## src/aop_map.svh

```systemverilog
// Register offsets, field positions, reset values and timing counts of the result port.
`ifndef AOP_MAP_SVH
`define AOP_MAP_SVH
`define AOP_CTRL_OFS 12'h000
`define AOP_STAT_OFS 12'h004
`define AOP_RSLT_OFS 12'h008
`define AOP_CTRL_W 6
`define AOP_CTRL_RST 6'h20
`define AOP_STAT_ERR_BIT 2
`define AOP_RES_W 16
`define AOP_CHAIN_DELAY 5'h10
`define AOP_LAST_BIT 5'h0f
`define AOP_SYNC_RST 4'h3
`define AOP_CLK_PERIOD_NS 20
`define AOP_SCLK_PERIOD_NS 60
`define AOP_SCLK_PHASES 3
`define AOP_MSCLK_DIV (`AOP_SCLK_PERIOD_NS / (`AOP_SCLK_PHASES * `AOP_CLK_PERIOD_NS))
`endif

```

## src/aop_pkg.sv

```systemverilog
// Types shared by the result port files.
package aop_pkg;

  typedef struct packed {
    logic fmt_sb;
    logic rd_during;
    logic clk_inv;
    logic sync_inv;
    logic clk_ext;
    logic ser_sel;
  } aop_cfg_t;

  typedef enum logic [1:0] {
    ST_IDLE = 2'b00,
    ST_MSHIFT = 2'b01,
    ST_SSHIFT = 2'b10,
    ST_PAR = 2'b11
  } aop_state_t;

endpackage : aop_pkg

```

## src/aop_fifo.sv

```systemverilog
// Result buffer between the converter and the output shift register.
`timescale 1ns/1ps
module aop_fifo #(
  parameter int WIDTH = 16,
  parameter int DEPTH = 8
) (
  // Clock and reset.
  input wire logic i_clk,
  input wire logic i_rst,
  // Filling side.
  input wire logic i_in_valid,
  output logic o_in_ready,
  input wire logic [WIDTH-1:0] i_in_data,
  // Draining side.
  output logic o_out_valid,
  input wire logic i_out_ready,
  output logic [WIDTH-1:0] o_out_data,
  // Fill level.
  output logic [$clog2(DEPTH):0] o_count
);
  localparam int AW = $clog2(DEPTH);
  localparam logic [AW-1:0] LAST = AW'(DEPTH - 1);
  localparam logic [AW:0] FULL = (AW + 1)'(DEPTH);

  logic [WIDTH-1:0] mem_q [DEPTH];
  logic [AW-1:0] wr_q;
  logic [AW-1:0] rd_q;
  logic [AW:0] cnt_q;
  logic push;
  logic pop;

  assign o_in_ready = (cnt_q != FULL);
  assign o_out_valid = (cnt_q != '0);
  assign o_out_data = mem_q[rd_q];
  assign o_count = cnt_q;
  assign push = i_in_valid & o_in_ready;
  assign pop = o_out_valid & i_out_ready;

  always_ff @(posedge i_clk) begin
    if (push) begin
      mem_q[wr_q] <= i_in_data;
    end
  end

  always_ff @(posedge i_clk or posedge i_rst) begin
    if (i_rst) begin
      wr_q <= '0;
      rd_q <= '0;
      cnt_q <= '0;
    end else begin
      if (push) begin
        wr_q <= (wr_q == LAST) ? '0 : wr_q + 1'b1;
      end
      if (pop) begin
        rd_q <= (rd_q == LAST) ? '0 : rd_q + 1'b1;
      end
      if (push && !pop) begin
        cnt_q <= cnt_q + 1'b1;
      end else if (pop && !push) begin
        cnt_q <= cnt_q - 1'b1;
      end
    end
  end

endmodule : aop_fifo

```

## src/aop_result_port.sv

```systemverilog
// Result output port of a 16-bit converter: parallel bus, serial port and register slave.
// Overview of operation
// - Format bit low inverts the result MSB, giving two's complement, on both ports.
// - Serial select low uses the parallel port; high turns some data pins serial.
// - Data bits 0 to 3 are driven as outputs in either mode whenever chip select and read strobe are low.
// - In parallel mode, the shared pins carry result bits 4 to 11 as data.
// - Serial with internal clock: the device makes the serial clock and drives it.
// - Serial with external clock: host supplies the clock, output follows that clock.
// - Frame sync is active high when its polarity select is low, else active low.
// - Clock invert flips the serial clock sense in master and slave operation.
// - External clock: chain input levels appear on serial data after 16 clock periods.
// - Internal clock: read mode high shifts during conversion, low only after it.
// - Each stored result leaves the shift register most significant bit first.
// - Internal clock: each serial bit stays stable across both edges of its period.
// - External clock, invert low: data changes on rising edge, host samples falling.
// - External clock, invert high: data changes on falling edge, host samples rising.
// - Internal clock: frame sync is active exactly while serial data bits are valid.
// - Slave read unfinished at next conversion end: data dropped, error flag pulses.
// - Output drivers are enabled only while chip select and read strobe are low.
// - Busy rises at conversion start and falls once the result is latched.
//
// The implementer's own choices: the AHB-Lite interface to the registers and the address map.
`timescale 1ns/1ps
`include "aop_map.svh"
module aop_result_port #(
  parameter int FIFO_DEPTH = 8
) (
  // Clock and reset.
  input wire logic I_CORE_CLK,
  input wire logic I_RESET,
  // AHB-Lite slave.
  input wire logic I_HSEL,
  input wire logic [31:0] I_HADDR,
  input wire logic [1:0] I_HTRANS,
  input wire logic I_HWRITE,
  input wire logic [2:0] I_HSIZE,
  input wire logic [31:0] I_HWDATA,
  input wire logic I_HREADY,
  output logic [31:0] O_HRDATA,
  output logic O_HREADYOUT,
  output logic O_HRESP,
  // Converter core.
  input wire logic I_CONV_START,
  input wire logic I_CONV_DONE,
  input wire logic [15:0] I_CONV_RESULT,
  output logic O_BUSY,
  // Host pins.
  input wire logic I_CS_N,
  input wire logic I_RD_N,
  input wire logic [15:0] I_DATA_IN,
  output logic [15:0] O_DATA_OUT,
  output logic [15:0] O_DATA_OE
);
  localparam logic [3:0] SYNC_RST = `AOP_SYNC_RST;
  localparam int unsigned MDIV = `AOP_MSCLK_DIV;
  localparam int CW = $clog2(FIFO_DEPTH) + 1;

  aop_pkg::aop_cfg_t cfg_q;
  aop_pkg::aop_state_t st_q;
  logic [3:0] pin_raw;
  logic [3:0] pin_q;
  logic cs_n;
  logic rd_n;
  logic sdin;
  logic ext_sclk;
  logic en;
  logic sclk_prev_q;
  logic sdin_smp_q;
  logic rise;
  logic fall;
  logic act_edge;
  logic smp_edge;
  logic ap_go;
  logic ap_wr_q;
  logic [11:0] ap_addr_q;
  logic [31:0] rd_mux;
  logic [31:0] hrdata_q;
  logic hready_q;
  logic busy_q;
  logic pend_v_q;
  logic [15:0] pend_q;
  logic fifo_in_ready;
  logic fifo_out_valid;
  logic [15:0] fifo_out_data;
  logic [CW-1:0] fifo_cnt;
  logic push_fire;
  logic load;
  logic word_v_q;
  logic [15:0] word_q;
  logic [15:0] sh_q;
  logic [4:0] bit_cnt_q;
  logic [1:0] ph_q;
  logic [3:0] div_q;
  logic tick_q;
  logic rderr_q;
  logic err_seen_q;
  logic consume;
  logic abort;
  logic [15:0] pin_val;
  logic [15:0] pin_oe;
  logic [15:0] out_q;
  logic [15:0] oe_q;

  // Pin inputs: three flops, a change counts once the second and third agree.
  assign pin_raw = {I_DATA_IN[9], I_DATA_IN[7], I_RD_N, I_CS_N};
  for (genvar g = 0; g < 4; g++) begin : g_sync
    logic s1_q;
    logic s2_q;
    logic s3_q;
    logic hold_q;
    always_ff @(posedge I_CORE_CLK or posedge I_RESET) begin
      if (I_RESET) begin
        s1_q <= SYNC_RST[g];
        s2_q <= SYNC_RST[g];
        s3_q <= SYNC_RST[g];
        hold_q <= SYNC_RST[g];
      end else begin
        s1_q <= pin_raw[g];
        s2_q <= s1_q;
        s3_q <= s2_q;
        hold_q <= pin_q[g];
      end
    end
    assign pin_q[g] = (s2_q == s3_q) ? s3_q : hold_q;
  end
  assign cs_n = pin_q[0];
  assign rd_n = pin_q[1];
  assign sdin = pin_q[2];
  assign ext_sclk = pin_q[3];
  assign en = !cs_n && !rd_n;

  // External clock edges; the active edge follows the clock invert bit.
  assign rise = ext_sclk && !sclk_prev_q;
  assign fall = !ext_sclk && sclk_prev_q;
  assign act_edge = cfg_q.clk_inv ? fall : rise;
  assign smp_edge = cfg_q.clk_inv ? rise : fall;

  always_ff @(posedge I_CORE_CLK or posedge I_RESET) begin
    if (I_RESET) begin
      sclk_prev_q <= 1'b0;
      sdin_smp_q <= 1'b0;
    end else begin
      sclk_prev_q <= ext_sclk;
      if (smp_edge) begin
        sdin_smp_q <= sdin;
      end
    end
  end

  // Register slave: zero wait states, read data captured in the address phase.
  assign ap_go = I_HSEL && I_HTRANS[1] && I_HREADY;

  always_comb begin
    case (I_HADDR[11:0])
      `AOP_CTRL_OFS: rd_mux = {26'h0, cfg_q};
      `AOP_STAT_OFS: rd_mux = {20'h0, 4'(fifo_cnt), 2'h0, st_q, 1'b0, err_seen_q, word_v_q,
                               busy_q};
      `AOP_RSLT_OFS: rd_mux = {16'h0, word_q};
      default: rd_mux = 32'h0;
    endcase
  end

  always_ff @(posedge I_CORE_CLK or posedge I_RESET) begin
    if (I_RESET) begin
      ap_wr_q <= 1'b0;
      ap_addr_q <= 12'h0;
      hrdata_q <= 32'h0;
      hready_q <= 1'b0;
    end else begin
      ap_wr_q <= ap_go && I_HWRITE;
      ap_addr_q <= I_HADDR[11:0];
      hrdata_q <= (ap_go && !I_HWRITE) ? rd_mux : 32'h0;
      hready_q <= 1'b1;
    end
  end

  // Selections live in a register because their pins serve as serial signals.
  always_ff @(posedge I_CORE_CLK or posedge I_RESET) begin
    if (I_RESET) begin
      cfg_q <= aop_pkg::aop_cfg_t'(`AOP_CTRL_RST);
    end else if (ap_wr_q && (ap_addr_q == `AOP_CTRL_OFS)) begin
      cfg_q <= aop_pkg::aop_cfg_t'(I_HWDATA[`AOP_CTRL_W-1:0]);
    end
  end

  // Sticky read error; a new error wins over a clear in the same cycle.
  always_ff @(posedge I_CORE_CLK or posedge I_RESET) begin
    if (I_RESET) begin
      err_seen_q <= 1'b0;
    end else if (rderr_q) begin
      err_seen_q <= 1'b1;
    end else if (ap_wr_q && (ap_addr_q == `AOP_STAT_OFS) && I_HWDATA[`AOP_STAT_ERR_BIT]) begin
      err_seen_q <= 1'b0;
    end
  end

  // Busy and the pending result; a full buffer keeps busy high.
  assign push_fire = pend_v_q && fifo_in_ready;

  always_ff @(posedge I_CORE_CLK or posedge I_RESET) begin
    if (I_RESET) begin
      busy_q <= 1'b0;
    end else if (I_CONV_START) begin
      busy_q <= 1'b1;
    end else if (push_fire) begin
      busy_q <= 1'b0;
    end
  end

  always_ff @(posedge I_CORE_CLK or posedge I_RESET) begin
    if (I_RESET) begin
      pend_v_q <= 1'b0;
      pend_q <= 16'h0;
    end else if (I_CONV_DONE) begin
      pend_v_q <= 1'b1;
      pend_q <= I_CONV_RESULT;
    end else if (fifo_in_ready) begin
      pend_v_q <= 1'b0;
    end
  end

  aop_fifo #(
    .WIDTH(`AOP_RES_W),
    .DEPTH(FIFO_DEPTH)
  ) u_fifo (
    .i_clk(I_CORE_CLK),
    .i_rst(I_RESET),
    .i_in_valid(pend_v_q),
    .o_in_ready(fifo_in_ready),
    .i_in_data(pend_q),
    .o_out_valid(fifo_out_valid),
    .i_out_ready(load),
    .o_out_data(fifo_out_data),
    .o_count(fifo_cnt)
  );

  // The output word only advances when no transfer can be disturbed.
  assign load = !word_v_q && fifo_out_valid && (st_q == aop_pkg::ST_IDLE)
                && (cfg_q.ser_sel || !en);

  always_ff @(posedge I_CORE_CLK or posedge I_RESET) begin
    if (I_RESET) begin
      word_v_q <= 1'b0;
      word_q <= 16'h0;
    end else if (load) begin
      word_v_q <= 1'b1;
      word_q <= fifo_out_data ^ {cfg_q.fmt_sb == 1'b0, 15'h0};
    end else if (consume) begin
      word_v_q <= 1'b0;
    end
  end

  always_comb begin
    consume = 1'b0;
    abort = 1'b0;
    case (st_q)
      aop_pkg::ST_PAR: consume = !en;
      aop_pkg::ST_MSHIFT: consume = en && tick_q && (ph_q == 2'd2)
                                    && (bit_cnt_q == `AOP_LAST_BIT);
      aop_pkg::ST_SSHIFT: begin
        abort = en && I_CONV_DONE && (bit_cnt_q < `AOP_CHAIN_DELAY);
        consume = abort || (en && act_edge && (bit_cnt_q == `AOP_LAST_BIT));
      end
      default: consume = 1'b0;
    endcase
  end

  // Master clock divider: one tick per third of a serial clock period.
  always_ff @(posedge I_CORE_CLK or posedge I_RESET) begin
    if (I_RESET) begin
      div_q <= 4'h0;
      tick_q <= 1'b0;
    end else begin
      div_q <= (div_q == 4'(MDIV - 1)) ? 4'h0 : div_q + 4'h1;
      tick_q <= (div_q == 4'(MDIV - 1));
    end
  end

  // Transfer sequencer. Master bits take three phases so data never moves at an edge.
  always_ff @(posedge I_CORE_CLK or posedge I_RESET) begin
    if (I_RESET) begin
      st_q <= aop_pkg::ST_IDLE;
      sh_q <= 16'h0;
      bit_cnt_q <= 5'h0;
      ph_q <= 2'd0;
      rderr_q <= 1'b0;
    end else begin
      rderr_q <= abort;
      case (st_q)
        aop_pkg::ST_IDLE: begin
          if (en && !cfg_q.ser_sel) begin
            st_q <= aop_pkg::ST_PAR;
          end else if (en && word_v_q) begin
            sh_q <= word_q;
            bit_cnt_q <= 5'h0;
            ph_q <= 2'd0;
            if (cfg_q.clk_ext) begin
              st_q <= aop_pkg::ST_SSHIFT;
            end else if (cfg_q.rd_during == busy_q) begin
              st_q <= aop_pkg::ST_MSHIFT;
            end
          end
        end
        aop_pkg::ST_PAR: begin
          if (!en) begin
            st_q <= aop_pkg::ST_IDLE;
          end
        end
        aop_pkg::ST_MSHIFT: begin
          if (!en) begin
            st_q <= aop_pkg::ST_IDLE;
          end else if (tick_q) begin
            if (ph_q == 2'd2) begin
              ph_q <= 2'd0;
              sh_q <= {sh_q[14:0], 1'b0};
              bit_cnt_q <= bit_cnt_q + 5'h1;
              if (bit_cnt_q == `AOP_LAST_BIT) begin
                st_q <= aop_pkg::ST_IDLE;
              end
            end else begin
              ph_q <= ph_q + 2'd1;
            end
          end
        end
        aop_pkg::ST_SSHIFT: begin
          if (!en || abort) begin
            st_q <= aop_pkg::ST_IDLE;
          end else if (act_edge) begin
            sh_q <= {sh_q[14:0], sdin_smp_q};
            if (bit_cnt_q < `AOP_CHAIN_DELAY) begin
              bit_cnt_q <= bit_cnt_q + 5'h1;
            end
          end
        end
        default: st_q <= aop_pkg::ST_IDLE;
      endcase
    end
  end

  // Pin values. In slave mode the next bit bypasses the shift register to save a cycle.
  always_comb begin
    pin_val = word_q;
    pin_oe = {16{en}};
    if (cfg_q.ser_sel) begin
      pin_oe[7:4] = 4'h0;
      if (st_q == aop_pkg::ST_IDLE) begin
        pin_val[8] = word_q[15];
      end else if ((st_q == aop_pkg::ST_SSHIFT) && act_edge) begin
        pin_val[8] = sh_q[14];
      end else begin
        pin_val[8] = sh_q[15];
      end
      pin_val[9] = ((st_q == aop_pkg::ST_MSHIFT) && (ph_q == 2'd1)) ^ cfg_q.clk_inv;
      pin_oe[9] = en && !cfg_q.clk_ext;
      pin_val[10] = (st_q == aop_pkg::ST_MSHIFT) ^ cfg_q.sync_inv;
      pin_oe[10] = en && !cfg_q.clk_ext;
      pin_val[11] = rderr_q;
      pin_oe[11] = en;
    end
  end

  always_ff @(posedge I_CORE_CLK or posedge I_RESET) begin
    if (I_RESET) begin
      out_q <= 16'h0;
      oe_q <= 16'h0;
    end else begin
      out_q <= pin_val;
      oe_q <= pin_oe;
    end
  end

  assign O_DATA_OUT = out_q;
  assign O_DATA_OE = oe_q;
  assign O_BUSY = busy_q;
  assign O_HRDATA = hrdata_q;
  assign O_HREADYOUT = hready_q;
  assign O_HRESP = 1'b0;
endmodule : aop_result_port

```

## config.mk

```make
export PLATFORM = sky130hd
export DESIGN_NAME = aop_result_port
export DESIGN_NICKNAME = d
export VERILOG_FILES = /design/src/aop_pkg.sv /design/src/aop_fifo.sv /design/src/aop_result_port.sv
export VERILOG_INCLUDE_DIRS = /design/src
export SDC_FILE = /design/constraint.sdc
export NUM_CORES = 1
export LEC_CHECK = 0
export BUFFER_PORTS_ARGS = -buffer_cell sky130_fd_sc_hd__buf_4
export CAP_MARGIN = 40
export CORE_ASPECT_RATIO = 0.6
export CORE_UTILIZATION = 56
export DETAILED_ROUTE_END_ITERATION = 6
export PLACE_DENSITY = 0.79
export REMOVE_ABC_BUFFERS = 1
export SYNTH_ARGS = -nofsm -noshare
export SYNTH_HDL_FRONTEND = slang
export SYNTH_SLANG_ARGS = --single-unit
```

## constraint.sdc

```tcl
create_clock -name I_CORE_CLK -period 5.79 [get_ports I_CORE_CLK]
set_clock_uncertainty 0.05 [all_clocks]
set_input_delay 0.2895 -clock I_CORE_CLK [delete_from_list [all_inputs] [get_ports I_CORE_CLK]]
set_output_delay 0.2895 -clock I_CORE_CLK [all_outputs]
set_load 0.02 [all_outputs]
```

==> metrics <==
run status finished clean; pin slew with the least headroom to its limit around 860 ps; worst setup path class reg -> reg; hold violation total from the final report 0; ys async rst share 0.538; clock latency on the worst-skew pair 510 ps; initial drt markers ~550; Post-Syn Instances roughly 730; Antenna Nets Post-Route 0; Peak VDD IR between 0.2 and 0.25 mV; Seq/Total Area, Yosys 0.685; crit-path max FO 39; H-tree levels 1; drt first pass iters 4; CP Data Required Time approximately 6100 ps; I/O Pins 177; vias per cell around 5.6; Port Buffers 95; Tot GR Track Use 0.236; WL/cell between 20 and 25 um; Worst Setup End Kind flop; ant diodes 0; CTS tree built; maximum clock rate just over 300 MHz; Cell Rows 39; total grt overflow 0; clk slew on worst S/H paths 70 ps; Min-Delay Path Class in -> reg; RR Endpoint u_fifo.o_count[3]; Mapped Area ~11000 um^2; number of synthesis warnings 0; area share of the largest cell type after synthesis 0.347; Hold Path Origin I_CONV_DONE; max_cap viols 0; largest area contributor in the netlist edfxtp_1; initial core utilization 0.578; largest net degree at the start of global routing 95; Die H about 110 um; first-pass GRT wire length 36500 um; Seq cells post-synth 277; vias post-DR about 6500; fin worst setup slack 2530 ps; Residual DRC 0; fraction of layout instances using a drive strength above 1 0.263; post-layout util 0.694; pins over their slew limit 0; Cell Pwr Density approximately 470 nW/um^2; Post-synth EDFFs 128; placed cells around 1100; pre-CTS setup slack around 2600 ps; clk root buf clkbuf_16; worst reg2reg path startpoint g_sync[1].s2_q; final instance area around 13000 um^2; drt total wl approximately 23000 um; critical path launch point type flop; setup repair after global routing missed its margin no; clock sinks 277; post-DP HPWL between 15000 and 20000 um; max_slew headroom 0.429; gpl congestion approximately 0.85; vias in the first global route 6510; Die Width between 150 and 200 um; Critical Path End u_fifo.o_count[3]; top post-synthesis cells by area edfxtp_1, dfrtp_1, mux4_2; Finish-stage setup viols 0; R2R Setup Slk roughly 2500 ps; static leakage about 0.0054 uW; R2R depth 12; fin crit period around 3300 ps; NumNets Final 993; Tcrit/Tclk final 0.562; post-placement cell area between 10000 and 15000 um^2; post_cts resized 0; Die ar. roughly 20000 um^2; initial antenna violation count 0; mean post-synth cell area around 15 um^2; Core Area approximately 19000 um^2; top cells by count, synth dfrtp_1, edfxtp_1, o21ai_1, nand2_1, mux4_2; post-route insts no fill ~1100; setup TNS 0 ps; Layout area overhead 20.2%; launch point of the worst path g_sync[1].s2_q; Worst EP arrival approximately 3600 ps; synth unique cells 60; ys flop type dfrtp_1; top-count cell post-synth dfrtp_1; Clock Tree Buf Depth 3; total CTS buffers 24
area by class of cell:
class / instances / area [um^2]
sequential: 277 / 7580
fill: 1269 / 5870
multi-input combinational: 393 / 3190
timing repair buffer: 151 / 1320
clock buffer: 34 / 703
tap: 266 / 333
clock inverter: 10 / 105
inverter: 18 / 72.6
logic make-up after synthesis:
| group | after synthesis | synth area share |
|---|---|---|
| adders and majority gates | 22 | 0.0248 |
| xor gates and xnor gates | 9 | 0.00712 |
| buffers and inverters | 79 | 0.0383 |
| and+or+nand+nor | 141 | 0.0648 |
| DFF | 277 | 0.685 |
| muxes | 81 | 0.112 |
| other | 2 | 0.000678 |
| AOI/OAI and AO/OA | 122 | 0.0675 |
registers in the layout, summed over array words and instances (netlist names), 5 cells and up:
signal	cells
cfg_q	6
u_fifo.mem_q	128
O_DATA_OUT	16
sh_q	16
ap_addr_q	12
bit_cnt_q	5
O_HRDATA	16
word_q	16
pend_q	16
timing repair:
item	CTS	global route
endpoints found under the hold margin	124	0
setup buffers	0	0
hold buffers	42	0
metal layers:
| metal | share of wire | wire, um | vias to the layer above | global-route usage |
|---|---|---|---|---|
| met4 | 0.018 | 420 | 0 | 0.0500 |
| met2 | 0.47 | 10900 | 253 | 0.362 |
| met5 | 0 | 0 | - | 0 |
| li1 | - | - | 2902 | - |
| met3 | 0.075 | 1730 | 39 | 0.0522 |
| met1 | 0.44 | 10200 | 3287 | 0.350 |
through the flow:
| step | hold slack, ps | power (uW) |
|---|---|---|
| final | 219 | 6250 |
| after global routing | 227 | 6560 |
| after CTS | 208 | 6280 |
| after detailed placement | 290 | 4620 |
| after global placement | 286 | 4450 |
| after floorplan | 244 | 3920 |
how the worst min path moves through the flow:
stage	endpoint	depth (start not counted)	slack [ps]
5_1_grt	pend_v_q	2	230
4_1_cts	pend_v_q	2	210
2_1_floorplan	g_sync[0].s1_q	0	240
3_5_place_dp	g_sync[3].s2_q	0	290
6_report	pend_v_q	2	220
3_3_place_gp	g_sync[2].s2_q	0	290
placed cells by master, fill, tap and decap left out, types with 3 or more instances in the layout:
| cell | instances |
|---|---|
| mux4_2 | 32 |
| o21ai_0 | 8 |
| clkbuf_8 | 4 |
| clkinv_1 | 3 |
| nand2_1 | 47 |
| dlygate4sd3_1 | 42 |
| nor3_1 | 6 |
| inv_1 | 15 |
| nor3_4 | 4 |
| o21ai_1 | 57 |
| o31ai_1 | 5 |
| nor2_1 | 15 |
| dfstp_2 | 9 |
| nand3_1 | 9 |
| nand2b_1 | 6 |
| mux2_2 | 23 |
| clkbuf_1 | 4 |
| a21oi_1 | 22 |
| buf_8 | 6 |
| edfxtp_1 | 128 |
| a22oi_1 | 4 |
| dfrtp_1 | 139 |
| xnor2_1 | 8 |
| nor2b_1 | 21 |
| nor4_1 | 5 |
| clkbuf_16 | 25 |
| mux2i_1 | 25 |
| ha_1 | 17 |
| conb_1 | 18 |
| nor2_2 | 3 |
| o41ai_2 | 3 |
| buf_4 | 101 |
| a21o_1 | 6 |
| and2_1 | 12 |
power breakdown:
group	internal, uW	total [uW]	switching (uW)	leakage [uW]
Combinational	792	1820	1030	0.00198
Clock	938	1630	693	0.000391
Sequential	2460	2800	340	0.00301
Total	4190	6250	2060	0.00538
critical path, cell delays in order (launching register included):
cell and delay [ps]:
dfstp_2 370, maj3_2 360, nor3_1 460, or4b_1 190, buf_4 350, ha_1 260
inv_1 100, ha_1 290, a21o_1 180, a21oi_1 160, xnor2_1 140, nor2_1 60
xor2_1 140
Power figures use the tool's default switching activity.
